File: config.mk
export PLATFORM = sky130hd
export DESIGN_NAME = adec_top
export DESIGN_NICKNAME = d
export VERILOG_FILES = /design/src/adec_pkg.sv /design/src/adec_correct.sv /design/src/adec_top.sv
export VERILOG_INCLUDE_DIRS = /design/src /design/src/src
export SDC_FILE = /design/constraint.sdc
export NUM_CORES = 1
export LEC_CHECK = 0
export ABC_AREA = 1
export BUFFER_PORTS_ARGS = -buffer_cell sky130_fd_sc_hd__buf_2
export CORE_MARGIN = 4
export CORE_UTILIZATION = 52
export DETAILED_ROUTE_END_ITERATION = 8
export PLACE_DENSITY_LB_ADDON = 0.08
export SLEW_MARGIN = 20
export SYNTH_ARGS = -nofsm -noshare
export SYNTH_HDL_FRONTEND = slang
export SYNTH_HIERARCHICAL = 1
export SYNTH_SLANG_ARGS = --single-unit
File: constraint.sdc
create_clock -name clock -period 24.1 [get_ports clock]
set_input_delay 4.82 -clock clock [delete_from_list [all_inputs] [get_ports clock]]
set_output_delay 4.82 -clock clock [all_outputs]
set_load 0.1 [all_outputs]
File: src/adec_params.svh
/*
 Register offsets, field positions, reset values and timing figures of the
 converter event and sequencing block.
 Assumes a byte-addressed bus with one 32-bit word per register.
*/
`ifndef ADEC_PARAMS_SVH
`define ADEC_PARAMS_SVH

`define ADEC_OFF_CFG       6'h00
`define ADEC_OFF_OFFSET    6'h04
`define ADEC_OFF_GAIN      6'h08
`define ADEC_OFF_DATA      6'h0C
`define ADEC_OFF_FLAGS     6'h10
`define ADEC_OFF_MASK      6'h14
`define ADEC_OFF_IRQSET    6'h18
`define ADEC_OFF_IRQCLR    6'h1C
`define ADEC_OFF_XFER      6'h20
`define ADEC_OFF_BEG       6'h24
`define ADEC_OFF_LEN       6'h28
`define ADEC_OFF_CUR       6'h2C
`define ADEC_OFF_STAT      6'h30

`define ADEC_FLG_DATA      0
`define ADEC_FLG_HALF      1
`define ADEC_FLG_FULL      2
`define ADEC_FLG_SAT       3
`define ADEC_FLG_OVF       4
`define ADEC_FLG_W         5

`define ADEC_XFER_LOAD     0
`define ADEC_XFER_WRAP     1
`define ADEC_XFER_RST      4
`define ADEC_IRQ_BIT       0
`define ADEC_CFG_W         13

`define ADEC_GAIN_RST      16'h8000
`define ADEC_OFFSET_RST    16'h0000
`define ADEC_BASE_CLKS     16'h0020

`define ADEC_STARTUP_US    21
`define ADEC_CLK_PERIOD_PS 4000

`endif

File: src/adec_pkg.sv
/*
 Types of the converter event and sequencing block.
 Assumes nothing beyond a SystemVerilog compiler.
*/
package adec_pkg;

	typedef enum logic [1:0] {adec_off, adec_warm, adec_conv} adec_state_e;

	typedef struct packed {
		logic [3:0] mux_p;
		logic [3:0] mux_n;
		logic [2:0] period;
		logic       clk_1mhz;
		logic       en;
	} adec_cfg_s;

	typedef struct packed {
		logic        we;
		logic [15:0] addr;
		logic [15:0] data;
	} adec_mem_s;

endpackage

File: src/adec_correct.sv
/*
 Gain and offset correction of a raw converter sample, combinational.
 Assumes raw and offset are two's complement and gain is unsigned 1.15.
*/
`timescale 1ns/10ps
`default_nettype none

module adec_correct
(
	// Sample and corrections
	input  wire logic [15:0] raw,
	input  wire logic [15:0] gain,
	input  wire logic [15:0] offset,
	// Corrected result
	output var  logic [15:0] result,
	output var  logic        sat
);

	function automatic logic [15:0] sat18(input logic [17:0] v);
		if ((&v[17:15]) | ~(|v[17:15]))
			return v[15:0];
		return v[17] ? 16'h8000 : 16'h7FFF;
	endfunction

	logic signed [32:0] prod;
	logic        [17:0] scaled;
	logic        [15:0] gcorr;
	logic        [17:0] sum;

	// Gain has one integer bit and fifteen fraction bits
	assign prod   = 33'($signed(raw)) * 33'($signed({1'b0, gain}));
	assign scaled = prod[32:15];
	// Outside signed 16-bit range after gain
	assign sat    = ~((&scaled[17:15]) | ~(|scaled[17:15]));
	assign gcorr  = sat18(scaled);
	// Offset applied after gain
	assign sum    = {{2{gcorr[15]}}, gcorr} + {{2{offset[15]}}, offset};
	assign result = sat18(sum);

endmodule

`default_nettype wire

File: src/adec_top.sv
/*
 Converter control: Avalon-MM register slave, event flags with mask and
 interrupt, enable and conversion sequencing, correction and sample DMA.
 Assumes sampling ticks and raw samples synchronous to clock, and a RAM
 that accepts one half-word write per cycle without back-pressure.
*/
// Our own choices: the Avalon-MM register port and the register offsets.
`include "adec_params.svh"
`timescale 1ns/10ps
`default_nettype none

module adec_top
#(
	parameter int STARTUP_CYCLES =
		(`ADEC_STARTUP_US * 1000 * 1000 + `ADEC_CLK_PERIOD_PS - 1) / `ADEC_CLK_PERIOD_PS
)
(
	// Clock and reset
	input  wire logic               clock,
	input  wire logic               srst,
	// Avalon-MM slave
	input  wire logic [5:0]         avs_address,
	input  wire logic               avs_read,
	input  wire logic               avs_write,
	input  wire logic [31:0]        avs_writedata,
	input  wire logic [3:0]         avs_byteenable,
	output var  logic [31:0]        avs_readdata,
	output var  logic               avs_waitrequest,
	// Analog core
	input  wire logic               tick_1mhz,
	input  wire logic               tick_6mhz,
	input  wire logic [15:0]        adc_raw,
	input  wire logic               clk_switch,
	output var  adec_pkg::adec_cfg_s ana_cfg,
	// Sample DMA to RAM
	output var  adec_pkg::adec_mem_s mem_wr,
	// Interrupt request
	output var  logic               irq
);

	function automatic logic [31:0] lane_mask(input logic [3:0] be);
		logic [31:0] m;
		m = 32'h0000_0000;
		for (int i = 0; i < 4; i++)
			m[8*i +: 8] = {8{be[i]}};
		return m;
	endfunction

	function automatic logic [15:0] half_addr(input logic [15:0] beg, input logic [15:0] idx);
		// Target kept on a half-word boundary
		return {beg[15:1], 1'b0} + {idx[14:0], 1'b0};
	endfunction

	adec_pkg::adec_cfg_s   cfg_r;
	adec_pkg::adec_state_e state_r;
	adec_pkg::adec_state_e state_nxt;
	adec_pkg::adec_mem_s   mem_r;
	logic [15:0]           offset_r;
	logic [15:0]           gain_r;
	logic [15:0]           data_r;
	logic [`ADEC_FLG_W-1:0] flags_r;
	logic [`ADEC_FLG_W-1:0] mask_r;
	logic                  irq_en_r;
	logic                  irq_r;
	logic                  run_r;
	logic                  wrap_r;
	logic [15:0]           beg_r;
	logic [15:0]           len_r;
	logic [15:0]           idx_r;
	logic [15:0]           cnt_r;
	logic [15:0]           cnt_nxt;
	logic                  discard_r;
	logic                  discard_nxt;
	logic                  restart_r;
	logic                  wait_r;
	logic [31:0]           rdata_r;

	// Bus handshake: one wait state; writes act when waitrequest is low, reads are sampled in the wait cycle
	wire logic        req      = avs_read | avs_write;
	wire logic        wr_ok    = avs_write & ~wait_r;
	wire logic        rd_take  = avs_read & wait_r;
	wire logic [31:0] wbits    = avs_writedata & lane_mask(avs_byteenable);
	wire logic [31:0] lmask    = lane_mask(avs_byteenable);

	wire logic hit_cfg    = avs_address == `ADEC_OFF_CFG;
	wire logic hit_offset = avs_address == `ADEC_OFF_OFFSET;
	wire logic hit_gain   = avs_address == `ADEC_OFF_GAIN;
	wire logic hit_data   = avs_address == `ADEC_OFF_DATA;
	wire logic hit_flags  = avs_address == `ADEC_OFF_FLAGS;
	wire logic hit_mask   = avs_address == `ADEC_OFF_MASK;
	wire logic hit_irqset = avs_address == `ADEC_OFF_IRQSET;
	wire logic hit_irqclr = avs_address == `ADEC_OFF_IRQCLR;
	wire logic hit_xfer   = avs_address == `ADEC_OFF_XFER;
	wire logic hit_beg    = avs_address == `ADEC_OFF_BEG;
	wire logic hit_len    = avs_address == `ADEC_OFF_LEN;
	wire logic hit_cur    = avs_address == `ADEC_OFF_CUR;
	wire logic hit_stat   = avs_address == `ADEC_OFF_STAT;

	wire logic [15:0] cur_addr = half_addr(beg_r, idx_r);
	wire logic [31:0] cfg_word = {19'h0, cfg_r};
	wire logic [31:0] cfg_new  = (cfg_word & ~lmask) | wbits;
	wire logic [31:0] off_new  = ({16'h0, offset_r} & ~lmask) | wbits;
	wire logic [31:0] gain_new = ({16'h0, gain_r} & ~lmask) | wbits;
	wire logic [31:0] beg_new  = ({16'h0, beg_r} & ~lmask) | wbits;
	wire logic [31:0] len_new  = ({16'h0, len_r} & ~lmask) | wbits;

	// Read selection; unmapped offsets read zero
	wire logic [31:0] rd_word =
		hit_cfg    ? cfg_word :
		hit_offset ? {16'h0, offset_r} :
		hit_gain   ? {16'h0, gain_r} :
		hit_data   ? {16'h0, data_r} :
		hit_flags  ? {27'h0, flags_r} :
		hit_mask   ? {27'h0, mask_r} :
		(hit_irqset | hit_irqclr) ? {31'h0, irq_en_r} :
		hit_xfer   ? {30'h0, wrap_r, run_r} :
		hit_beg    ? {16'h0, beg_r} :
		hit_len    ? {16'h0, len_r} :
		hit_cur    ? {16'h0, cur_addr} :
		hit_stat   ? {29'h0, discard_r, state_r == adec_pkg::adec_warm,
		              state_r == adec_pkg::adec_conv} :
		32'h0000_0000;

	// Sequencer terms
	wire logic        cfg_wr    = wr_ok & hit_cfg;
	wire logic        tick      = cfg_r.clk_1mhz ? tick_1mhz : tick_6mhz;
	// Conversion length doubles per code step
	wire logic [15:0] conv_len  = `ADEC_BASE_CLKS << cfg_r.period;
	wire logic        conv_end  = (state_r == adec_pkg::adec_conv) & cfg_r.en & ~restart_r &
	                              tick & (cnt_r == conv_len - 16'h0001);
	wire logic        res_fire  = conv_end & ~discard_r;

	// Correction of the raw sample
	logic [15:0] corr_result;
	logic        corr_sat;

	adec_correct u_correct
	(
		.raw    (adc_raw),
		.gain   (gain_r),
		.offset (offset_r),
		.result (corr_result),
		.sat    (corr_sat)
	);

	// DMA terms
	wire logic xfer_wr   = wr_ok & hit_xfer;
	wire logic xfer_rst  = xfer_wr & wbits[`ADEC_XFER_RST];
	wire logic xfer_load = xfer_wr & wbits[`ADEC_XFER_LOAD];
	wire logic store     = res_fire & run_r;
	wire logic last_slot = idx_r == len_r - 16'h0001;
	wire logic half_slot = idx_r == ((len_r + 16'h0001) >> 1) - 16'h0001;

	// Event set and clear vectors
	wire logic [`ADEC_FLG_W-1:0] flag_set =
	{
		res_fire & ~run_r,
		res_fire & corr_sat,
		store & last_slot,
		store & half_slot,
		res_fire
	};
	// Only ones written clear
	wire logic [`ADEC_FLG_W-1:0] flag_clr =
		(wr_ok & hit_flags) ? wbits[`ADEC_FLG_W-1:0] : 5'h00;
	// Set beats a clear in the same cycle
	wire logic [`ADEC_FLG_W-1:0] flags_nxt = (flags_r & ~flag_clr) | flag_set;

	// Sequencing of startup, discard and continuous conversion
	always_comb
	begin
		state_nxt   = state_r;
		cnt_nxt     = cnt_r;
		discard_nxt = discard_r;
		unique case (state_r)
			adec_pkg::adec_off:
			begin
				cnt_nxt = 16'h0000;
				if (cfg_r.en)
				begin
					// Startup wait then a discarded conversion
					state_nxt   = adec_pkg::adec_warm;
					discard_nxt = 1'b1;
				end
			end
			adec_pkg::adec_warm:
			begin
				if (!cfg_r.en)
					state_nxt = adec_pkg::adec_off;
				else if (cnt_r == 16'(STARTUP_CYCLES - 1))
				begin
					state_nxt = adec_pkg::adec_conv;
					cnt_nxt   = 16'h0000;
				end
				else
					cnt_nxt = cnt_r + 16'h0001;
			end
			adec_pkg::adec_conv:
			begin
				if (!cfg_r.en)
					state_nxt = adec_pkg::adec_off;
				else if (restart_r)
				begin
					// Config write or clock switch restarts with a discard
					cnt_nxt     = 16'h0000;
					discard_nxt = 1'b1;
				end
				else if (conv_end)
				begin
					// Back-to-back conversions while enabled
					cnt_nxt     = 16'h0000;
					discard_nxt = 1'b0;
				end
				else if (tick)
					cnt_nxt = cnt_r + 16'h0001;
			end
		endcase
	end

	always_ff @(posedge clock)
	begin
		if (srst)
		begin
			state_r   <= adec_pkg::adec_off;
			cnt_r     <= 16'h0000;
			discard_r <= 1'b0;
			restart_r <= 1'b0;
		end
		else
		begin
			state_r   <= state_nxt;
			cnt_r     <= cnt_nxt;
			discard_r <= discard_nxt;
			restart_r <= cfg_wr | clk_switch;
		end
	end

	// Bus slave
	always_ff @(posedge clock)
	begin
		if (srst)
		begin
			wait_r  <= 1'b1;
			rdata_r <= 32'h0000_0000;
		end
		else
		begin
			wait_r <= ~(req & wait_r);
			if (rd_take)
				rdata_r <= rd_word;
		end
	end

	// Software registers
	always_ff @(posedge clock)
	begin
		if (srst)
		begin
			cfg_r    <= '0;
			offset_r <= `ADEC_OFFSET_RST;
			gain_r   <= `ADEC_GAIN_RST;
			mask_r   <= 5'h00;
			irq_en_r <= 1'b0;
			beg_r    <= 16'h0000;
			len_r    <= 16'h0000;
		end
		else
		begin
			if (cfg_wr)
				cfg_r <= cfg_new[`ADEC_CFG_W-1:0];
			if (wr_ok & hit_offset)
				offset_r <= off_new[15:0];
			if (wr_ok & hit_gain)
				gain_r <= gain_new[15:0];
			if (wr_ok & hit_mask)
				mask_r <= (mask_r & ~lmask[4:0]) | wbits[4:0];
			// Interrupt enable set and clear
			if (wr_ok & hit_irqset & wbits[`ADEC_IRQ_BIT])
				irq_en_r <= 1'b1;
			else if (wr_ok & hit_irqclr & wbits[`ADEC_IRQ_BIT])
				irq_en_r <= 1'b0;
			if (wr_ok & hit_beg)
				beg_r <= beg_new[15:0];
			if (wr_ok & hit_len)
				len_r <= len_new[15:0];
		end
	end

	// Result, flags and interrupt
	always_ff @(posedge clock)
	begin
		if (srst)
		begin
			data_r  <= 16'h0000;
			flags_r <= 5'h00;
			irq_r   <= 1'b0;
		end
		else
		begin
			if (res_fire)
				data_r <= corr_result;
			flags_r <= flags_nxt;
			// Masked flags merge into one request
			irq_r   <= irq_en_r & (|(flags_r & mask_r));
		end
	end

	// Sample DMA; config writes leave it running
	always_ff @(posedge clock)
	begin
		if (srst)
		begin
			run_r  <= 1'b0;
			wrap_r <= 1'b0;
			idx_r  <= 16'h0000;
			mem_r  <= '0;
		end
		else
		begin
			mem_r.we <= store;
			if (store)
			begin
				mem_r.addr <= cur_addr;
				mem_r.data <= corr_result;
			end
			if (xfer_rst)
			begin
				run_r <= 1'b0;
				idx_r <= 16'h0000;
			end
			else if (xfer_wr)
			begin
				wrap_r <= wbits[`ADEC_XFER_WRAP];
				if (xfer_load)
					run_r <= 1'b1;
			end
			else if (store)
			begin
				if (last_slot)
				begin
					// Wrap returns to start; linear stops when full
					idx_r <= 16'h0000;
					run_r <= wrap_r;
				end
				else
					idx_r <= idx_r + 16'h0001;
			end
		end
	end

	assign avs_readdata    = rdata_r;
	assign avs_waitrequest = wait_r;
	assign ana_cfg         = cfg_r;
	assign mem_wr          = mem_r;
	assign irq             = irq_r;

endmodule

`default_nettype wire

==> results of run 1 <==
## power by group through the flow
stage	registers [mW]	logic, mW	clock network (mW)
6_report	0.319	0.191	0.296
5_1_grt	0.319	0.215	0.313
4_1_cts	0.319	0.190	0.300
3_5_place_dp	0.327	0.187	0
3_3_place_gp	0.327	0.188	0
2_1_floorplan	0.332	0.140	0
## through the flow
step | hold WS (ns) | setup WS (ns) | util
final | 0.4608 | 10.95 | 0.5605
after global routing | 0.4894 | 10.36 | 0.5605
after CTS | 0.4633 | 11.06 | 0.5605
after detailed placement | 0.4386 | 10.58 | 0.5455
after global placement | 0.4310 | 10.74 | 0.5455
after floorplan | 0.4392 | 11.83 | -
## per-layer routing
layer	vias up	share of wire
met5	-	0
met4	0	0.023
met3	92	0.068
met2	674	0.45
met1	9618	0.46
li1	9849	-
## worst max path at each step
stage	start	to	slack, ns	depth (start not counted)
4_1_cts	adc_raw[15]	data_r[4]	11.06	38
6_report	adc_raw[15]	mem_wr[1]	10.95	39
5_1_grt	adc_raw[15]	data_r[0]	10.36	38
3_5_place_dp	adc_raw[15]	data_r[4]	10.58	38
3_3_place_gp	adc_raw[15]	mem_wr[1]	10.74	39
2_1_floorplan	adc_raw[9]	data_r[4]	11.83	44
## layout by cell type (no fill, tap or decap), types with 9 or more instances in the layout
master and count:
sky130_fd_sc_hd__nand3_1 133, sky130_fd_sc_hd__o21ai_1 10, sky130_fd_sc_hd__nand4_1 41, sky130_fd_sc_hd__dfxtp_1 192, sky130_fd_sc_hd__buf_4 17, sky130_fd_sc_hd__or2_2 12, sky130_fd_sc_hd__nor2_1 262, sky130_fd_sc_hd__nand2_2 26
sky130_fd_sc_hd__buf_2 109, sky130_fd_sc_hd__xnor2_1 25, sky130_fd_sc_hd__o211ai_1 9, sky130_fd_sc_hd__inv_2 15, sky130_fd_sc_hd__a21oi_1 227, sky130_fd_sc_hd__xor2_1 55, sky130_fd_sc_hd__a211oi_1 11, sky130_fd_sc_hd__conb_1 17
sky130_fd_sc_hd__o21ai_0 156, sky130_fd_sc_hd__inv_1 585, sky130_fd_sc_hd__nor3_1 36, sky130_fd_sc_hd__clkbuf_16 17, sky130_fd_sc_hd__nor2_2 15, sky130_fd_sc_hd__ha_1 158, sky130_fd_sc_hd__fa_1 195, sky130_fd_sc_hd__nand2_1 788
## final cells by class
cell class / count / area [µm²] / area share
clock buffers: 18 / 439.2 / 0.01915
clock inverters: 14 / 175.2 / 0.007637
inverters: 608 / 2285 / 0.09961
multi-input cells: 2258 / 14860 / 0.6477
flip-flops and latches: 192 / 3844 / 0.1676
well taps: 532 / 665.6 / 0.02902
repair buffers: 126 / 673.1 / 0.02935
## cell families after synthesis
| group | after synthesis | share of synthesized area |
|---|---|---|
| AO/OA/AOI/OAI | 451 | 0.1117 |
| XOR/XNOR | 80 | 0.03251 |
| adder cells (fa/ha/maj) | 353 | 0.2728 |
| buffers and inverters | 747 | 0.1353 |
| flip-flops | 192 | 0.1783 |
| other | 1 | 0.0001740 |
| AND/OR/NAND/NOR | 1357 | 0.2692 |
## worst reg2reg max path, delay by kind of cell, from the launching register on
family | cells | cell delay, ns
adders and majority gates | 9 | 4.11
and+or+nand+nor | 19 | 2.93
DFF | 1 | 1.03
AOI/OAI and AO/OA | 4 | 0.70
buffers and inverters | 5 | 0.30
==> impl_metrics.json, run 1 <==
{
  "final_cells": 3748,
  "cts.reportedPaths.clkPinSlew_ns": 0.08,
  "buffer_ports.inserted": 109,
  "synthesis.area_per_instance_um2": 6.776,
  "grt_most_used_layer": "met2",
  "netlist_area_mm2": 0.02156,
  "pwr-share-seq": 0.396,
  "setup_viol_count_final": 0,
  "grt_antenna_before_repair": 0,
  "ys.flop_type": "sky130_fd_sc_hd__dfxtp_1",
  "syn2layout_area_growth_pct": 6.408,
  "tritoncts": "yes",
  "timing.critical_path.slowest_cell_delay_ns": 0.54,
  "status": "finished clean",
  "synth_most_common_cell": "sky130_fd_sc_hd__nand2_1",
  "critPathCaptureType": "flop",
  "max-vdd-ir-drop_v": 0.00005242,
  "maximum_number_of_pins_on_one_net_before_global_route_repair": 82,
  "drv.max_cap_violation_count": 0,
  "power.combinational.fraction": 0.237,
  "yosysTopAreaCell": "sky130_fd_sc_hd__fa_1",
  "ctsHoldBuffers": 0,
  "critical-path-slowest-cell": "sky130_fd_sc_hd__fa_1",
  "clock_tree.buffer_depth": 2,
  "synthTopCellsByArea": "sky130_fd_sc_hd__fa_1 18%, sky130_fd_sc_hd__dfxtp_1 18%, sky130_fd_sc_hd__nand2_1 14%",
  "timing.setup.critical_path_class": "in -> reg",
  "synth_sequential_area_ratio": 0.1783,
  "rr_endpoint": "mem_wr[1]",
  "timing.critical_path.max_delay_family": "adder cells",
  "hp-class": "reg -> reg",
  "cts.root.buffer_cell": "sky130_fd_sc_hd__clkbuf_16",
  "setup_tns_after_final_layout_ns": 0,
  "clk_latency_ns": 0.46,
  "effective_utilization_at_floorplan": 0.5267,
  "synth_cell_type_count": 55,
  "synth_edf_count": 0,
  "fin_crit_ns": 13.15,
  "fp.dieW_um": 211.6,
  "internal_portion_of_total_power_mw": 0.5255,
  "detail-route-antenna-nets": 0,
  "finalHoldViolations": 0,
  "netlist_top_cells_count": "788 x sky130_fd_sc_hd__nand2_1, 585 x sky130_fd_sc_hd__inv_1, 262 x sky130_fd_sc_hd__nor2_1",
  "cts-buffers-inserted": 17,
  "floorplan.die.height_um": 211.6,
  "cellPowerDensity_mw_per_mm2": 35.16,
  "first_pass_grt_wire_length_mm": 105.6,
  "synthesis.instances": 3181,
  "holdPathStages": 1,
  "grt_use_met1": 0.4329,
  "globalRouteOverflowTotal": 0,
  "globalRouteMet2Util": 0.4662,
  "hold-path-endpoint": "avs_waitrequest",
  "routed_wire_length_per_instance_um": 17.75,
  "hold_path_startpoint": "avs_waitrequest",
  "synth-async-reset-ratio": 0,
  "reg2regPathDepth": 37,
  "fin_skew_ns": 0.01495,
  "grt_util_met3": 0.04549,
  "place.detailed.hpwl_mm": 52.27,
  "final_net_count": 3621,
  "total_power_mw": 0.8064,
  "worstMarginPinSlew_ns": 1.079,
  "total_number_of_vias": 20230,
  "place.gp.congestion": 0.9928,
  "rsz0062_at_grt": "false",
  "highest_fanout_seen_on_the_critical_path": 17,
  "detail_route.iter0.violations": 1771,
  "ios": 145,
  "setup.worst_path.start_class": "input pin",
  "die-area_mm2": 0.04477,
  "drc": 0,
  "placement_rows": 74,
  "worst_ep_arrival_time_ns": 13.47,
  "slew_headroom": 0.2798,
  "dpl.cell_count": 3716,
  "post_route_cells_drive_above_1_share": 0.07929,
  "first_global_vias": 19860,
  "synth_top_area_frac": 0.1811,
  "critPathBufInv": 7,
  "ys_seq_elements": 192,
  "totalWireLength_mm": 66.54,
  "final_cycle_share": 0.5457,
  "cts_sinks": 192,
  "first_pass_iters": 6,
  "reg2reg_slack_ns": 14.90,
  "clock.fmax_mhz": 76.04,
  "grt.total_usage": 0.2971,
  "power.net_switching_mw": 0.2809,
  "fill_cell_total_of_the_finished_layout": 4177,
  "antenna-diode-count": 0,
  "total_leakage_power_nw": 12.03,
  "cts.repair.resized": 0,
  "critical_path_required_ns": 24.42,
  "route.detailed.vias_per_inst": 5.398,
  "power.share.switching": 0.3483,
  "clkPwrFrac": 0.367,
  "final_design_area_no_fill_mm2": 0.02294,
  "postPlaceCellArea_mm2": 0.02232,
  "postCtsSetupRepairBufs": 0,
  "drv_slew": 0,
  "h_tree_depth": 4,
  "placeableCoreArea_mm2": 0.04092,
  "total_of_warnings_raised_by_yosys": 6
}
(Power assumes the default switching activity.)
==> run 2: changes to the inputs <==
ABC_AREA = 0   (was 1)
clock period = 11.9 ns   (was 24.1 ns; I/O delays follow)
==> impl_metrics.json, run 2 <==
{
  "synthTopCellsByArea": "sky130_fd_sc_hd__fa_1 19%, sky130_fd_sc_hd__dfxtp_1 18%, sky130_fd_sc_hd__ha_1 9.5%",
  "final_cell_mix": "377 x sky130_fd_sc_hd__nand2_1, 283 x sky130_fd_sc_hd__inv_1, 195 x sky130_fd_sc_hd__fa_1, 192 x sky130_fd_sc_hd__dfxtp_1, 187 x sky130_fd_sc_hd__a21oi_1",
  "finalHoldViolations": 0,
  "clk_latency_ns": 0.45,
  "final_net_count": 3016,
  "detail-route-antenna-nets": 0,
  "clock.fmax_mhz": 89.07,
  "synthesis.instances": 2593,
  "synth_most_common_cell": "sky130_fd_sc_hd__nand2_1",
  "grt_antenna_before_repair": 1,
  "place.gp.congestion": 0.9629,
  "final_cycle_share": 0.9434,
  "synth_sequential_area_ratio": 0.1848,
  "synth_top_area_frac": 0.1877,
  "placement_rows": 72,
  "hp-class": "reg -> reg",
  "ctsHoldBuffers": 0,
  "syn2layout_area_growth_pct": 5.896,
  "drv.max_cap_violation_count": 0,
  "postLayoutSetupSlackWorst_ns": 0.6730,
  "netlist_top_cells_count": "377 x sky130_fd_sc_hd__nand2_1, 283 x sky130_fd_sc_hd__inv_1, 195 x sky130_fd_sc_hd__fa_1",
  "tritoncts": "yes",
  "fin_crit_ns": 11.23,
  "ys.flop_type": "sky130_fd_sc_hd__dfxtp_1",
  "critPathCaptureType": "flop",
  "setup.worst_path.start_class": "input pin",
  "setup_viol_count_final": 0,
  "cts_sinks": 192,
  "first_pass_grt_wire_length_mm": 99.24,
  "preCtsSetupSlack_ns": 0.3934,
  "die-area_mm2": 0.04326,
  "placeableCoreArea_mm2": 0.03910,
  "antenna-diode-count": 0,
  "rsz0062_at_grt": "false",
  "slew_headroom": 0.2501,
  "routed_wire_length_per_instance_um": 19.83,
  "floorplan.die.height_um": 208.0,
  "total_of_warnings_raised_by_yosys": 6,
  "cellPowerDensity_mw_per_mm2": 73.39,
  "worst_hold_slack_ns": 0.4476,
  "synthesis.area_per_instance_um2": 8.021,
  "worstMarginPinSlew_ns": 1.123,
  "buffer_ports.inserted": 109,
  "maximum_number_of_pins_on_one_net_before_global_route_repair": 87,
  "cts.root.buffer_cell": "sky130_fd_sc_hd__clkbuf_16",
  "first_pass_iters": 5,
  "drv_slew": 0,
  "critical-path-slowest-cell": "sky130_fd_sc_hd__fa_1",
  "route.detailed.vias_per_inst": 5.824,
  "final_common_cell": "sky130_fd_sc_hd__nand2_1",
  "total_number_of_vias": 18220,
  "effective_utilization_at_floorplan": 0.5320,
  "detail_route.iter0.violations": 1622,
  "globalRouteOverflowTotal": 0,
  "totalWireLength_mm": 62.02,
  "synth_edf_count": 0,
  "fp.dieW_um": 208.0,
  "fin_skew_ns": 0.01658,
  "max-vdd-ir-drop_v": 0.0001071,
  "netlist_area_mm2": 0.02080,
  "total_leakage_power_nw": 9.730,
  "setup_tns_after_final_layout_ns": 0,
  "critical_path.most_common_cell": "sky130_fd_sc_hd__fa_1",
  "drc": 0,
  "status": "finished clean",
  "ios": 145,
  "synth_cell_type_count": 95,
  "post-route-util": 0.5633,
  "place.detailed.hpwl_mm": 47.36,
  "timing.critical_path.slowest_cell_delay_ns": 0.63,
  "h_tree_depth": 4,
  "first_global_vias": 17990,
  "synth-async-reset-ratio": 0,
  "grt.total_usage": 0.2831,
  "fill_cell_total_of_the_finished_layout": 3715,
  "timing.setup.critical_path_class": "in -> reg",
  "yosysTopAreaCell": "sky130_fd_sc_hd__fa_1",
  "highest_fanout_seen_on_the_critical_path": 16,
  "post_route_cells_drive_above_1_share": 0.07625,
  "ys_seq_elements": 192,
  "cts.reportedPaths.clkPinSlew_ns": 0.07,
  "worst_ep_arrival_time_ns": 11.59,
  "clock_tree.buffer_depth": 2,
  "critical_path_required_ns": 12.27,
  "cts-buffers-inserted": 17,
  "total_power_mw": 1.616
}
[run 2: cell count changes after synthesis, moves of 23 or more]
cell,delta
sky130_fd_sc_hd__inv_1,-302
sky130_fd_sc_hd__and2_1,+130
sky130_fd_sc_hd__nor2_1,-81
sky130_fd_sc_hd__a21oi_1,-40
sky130_fd_sc_hd__nand3_1,-80
sky130_fd_sc_hd__nand2_2,-25
sky130_fd_sc_hd__nand2_1,-411
sky130_fd_sc_hd__xnor2_1,+50
sky130_fd_sc_hd__nand4_1,-23
sky130_fd_sc_hd__mux2i_1,+65
sky130_fd_sc_hd__o21ai_0,-59
sky130_fd_sc_hd__and3_1,+35
[run 2: layout make-up]
cell class | count | area, µm² | area share
Clock buffer | 18 | 439.2 | 0.01994
Clock inverter | 13 | 123.9 | 0.005624
Inverter | 285 | 1070 | 0.04857
Multi-Input combinational cell | 1978 | 15240 | 0.6919
Sequential cell | 192 | 3844 | 0.1745
Tap cell | 518 | 648.1 | 0.02943
Timing Repair Buffer | 124 | 660.6 | 0.02999
[run 2: report_power, final]
group | internal (mW) | switching (mW) | leakage [nW]
sequential | 0.645 | 0.00375 | 1.55
clock | 0.280 | 0.285 | 0.264
combinational | 0.127 | 0.275 | 7.92
total | 1.05 | 0.564 | 9.73
[run 2: timing repair]
item	4_1_cts	5_1_grt
resized for setup	0	1
endpoints found under the setup margin	0	1
buffers inserted	0	0
[run 2: worst paths after layout]
path	start	endpoint	slack (ns)	depth (start not counted)
setup / recovery	adc_raw[3]	data_r[4]	0.67	33
hold / removal	mem_wr[21]	mem_wr[21]	0.45	2
setup reg to reg	flop	data_r[4]	1.85	32
hold reg to reg	mem_wr[21]	mem_wr[21]	0.45	2
[run 2: per-stage QoR]
step / cells / instance area [µm²]
3_5_place_dp: 3097 / 21450
5_1_grt: 3128 / 22020
3_3_place_gp: 3097 / 21450
6_report: 3128 / 22020
2_1_floorplan: 2609 / 20860
4_1_cts: 3128 / 22020
[run 2: critical path, delay by kind of cell]
kind                       cells  cell delay [ns]
adders and majority gates      9             4.05
and+or+nand+nor                5             0.90
buffers and inverters          5             0.54
xor gates and xnor gates       1             0.32
AOI/OAI and AO/OA             13             3.37
[run 2: kinds of logic (layout without fill, tap and decap cells)]
family | Yosys count | count (layout) | synth area share
DFF | 192 | 192 | 0.1848
buffers and inverters | 439 | 440 | 0.08663
and+or+nand+nor | 946 | 946 | 0.2184
AOI/OAI and AO/OA | 478 | 478 | 0.1441
other | 1 | 17 | 0.0001803
adders and majority gates | 357 | 357 | 0.2847
muxes | 69 | 69 | 0.03357
xor gates and xnor gates | 111 | 111 | 0.04764
[run 2: per-layer routing]
metal  track usage  vias up  routed length [µm]
li1              -     8573                   -
met1        0.4033     8936               28160
met2        0.4587      608               28330
met3       0.04338       98                4018
met4       0.06387        2                1493
met5             0        -                  13
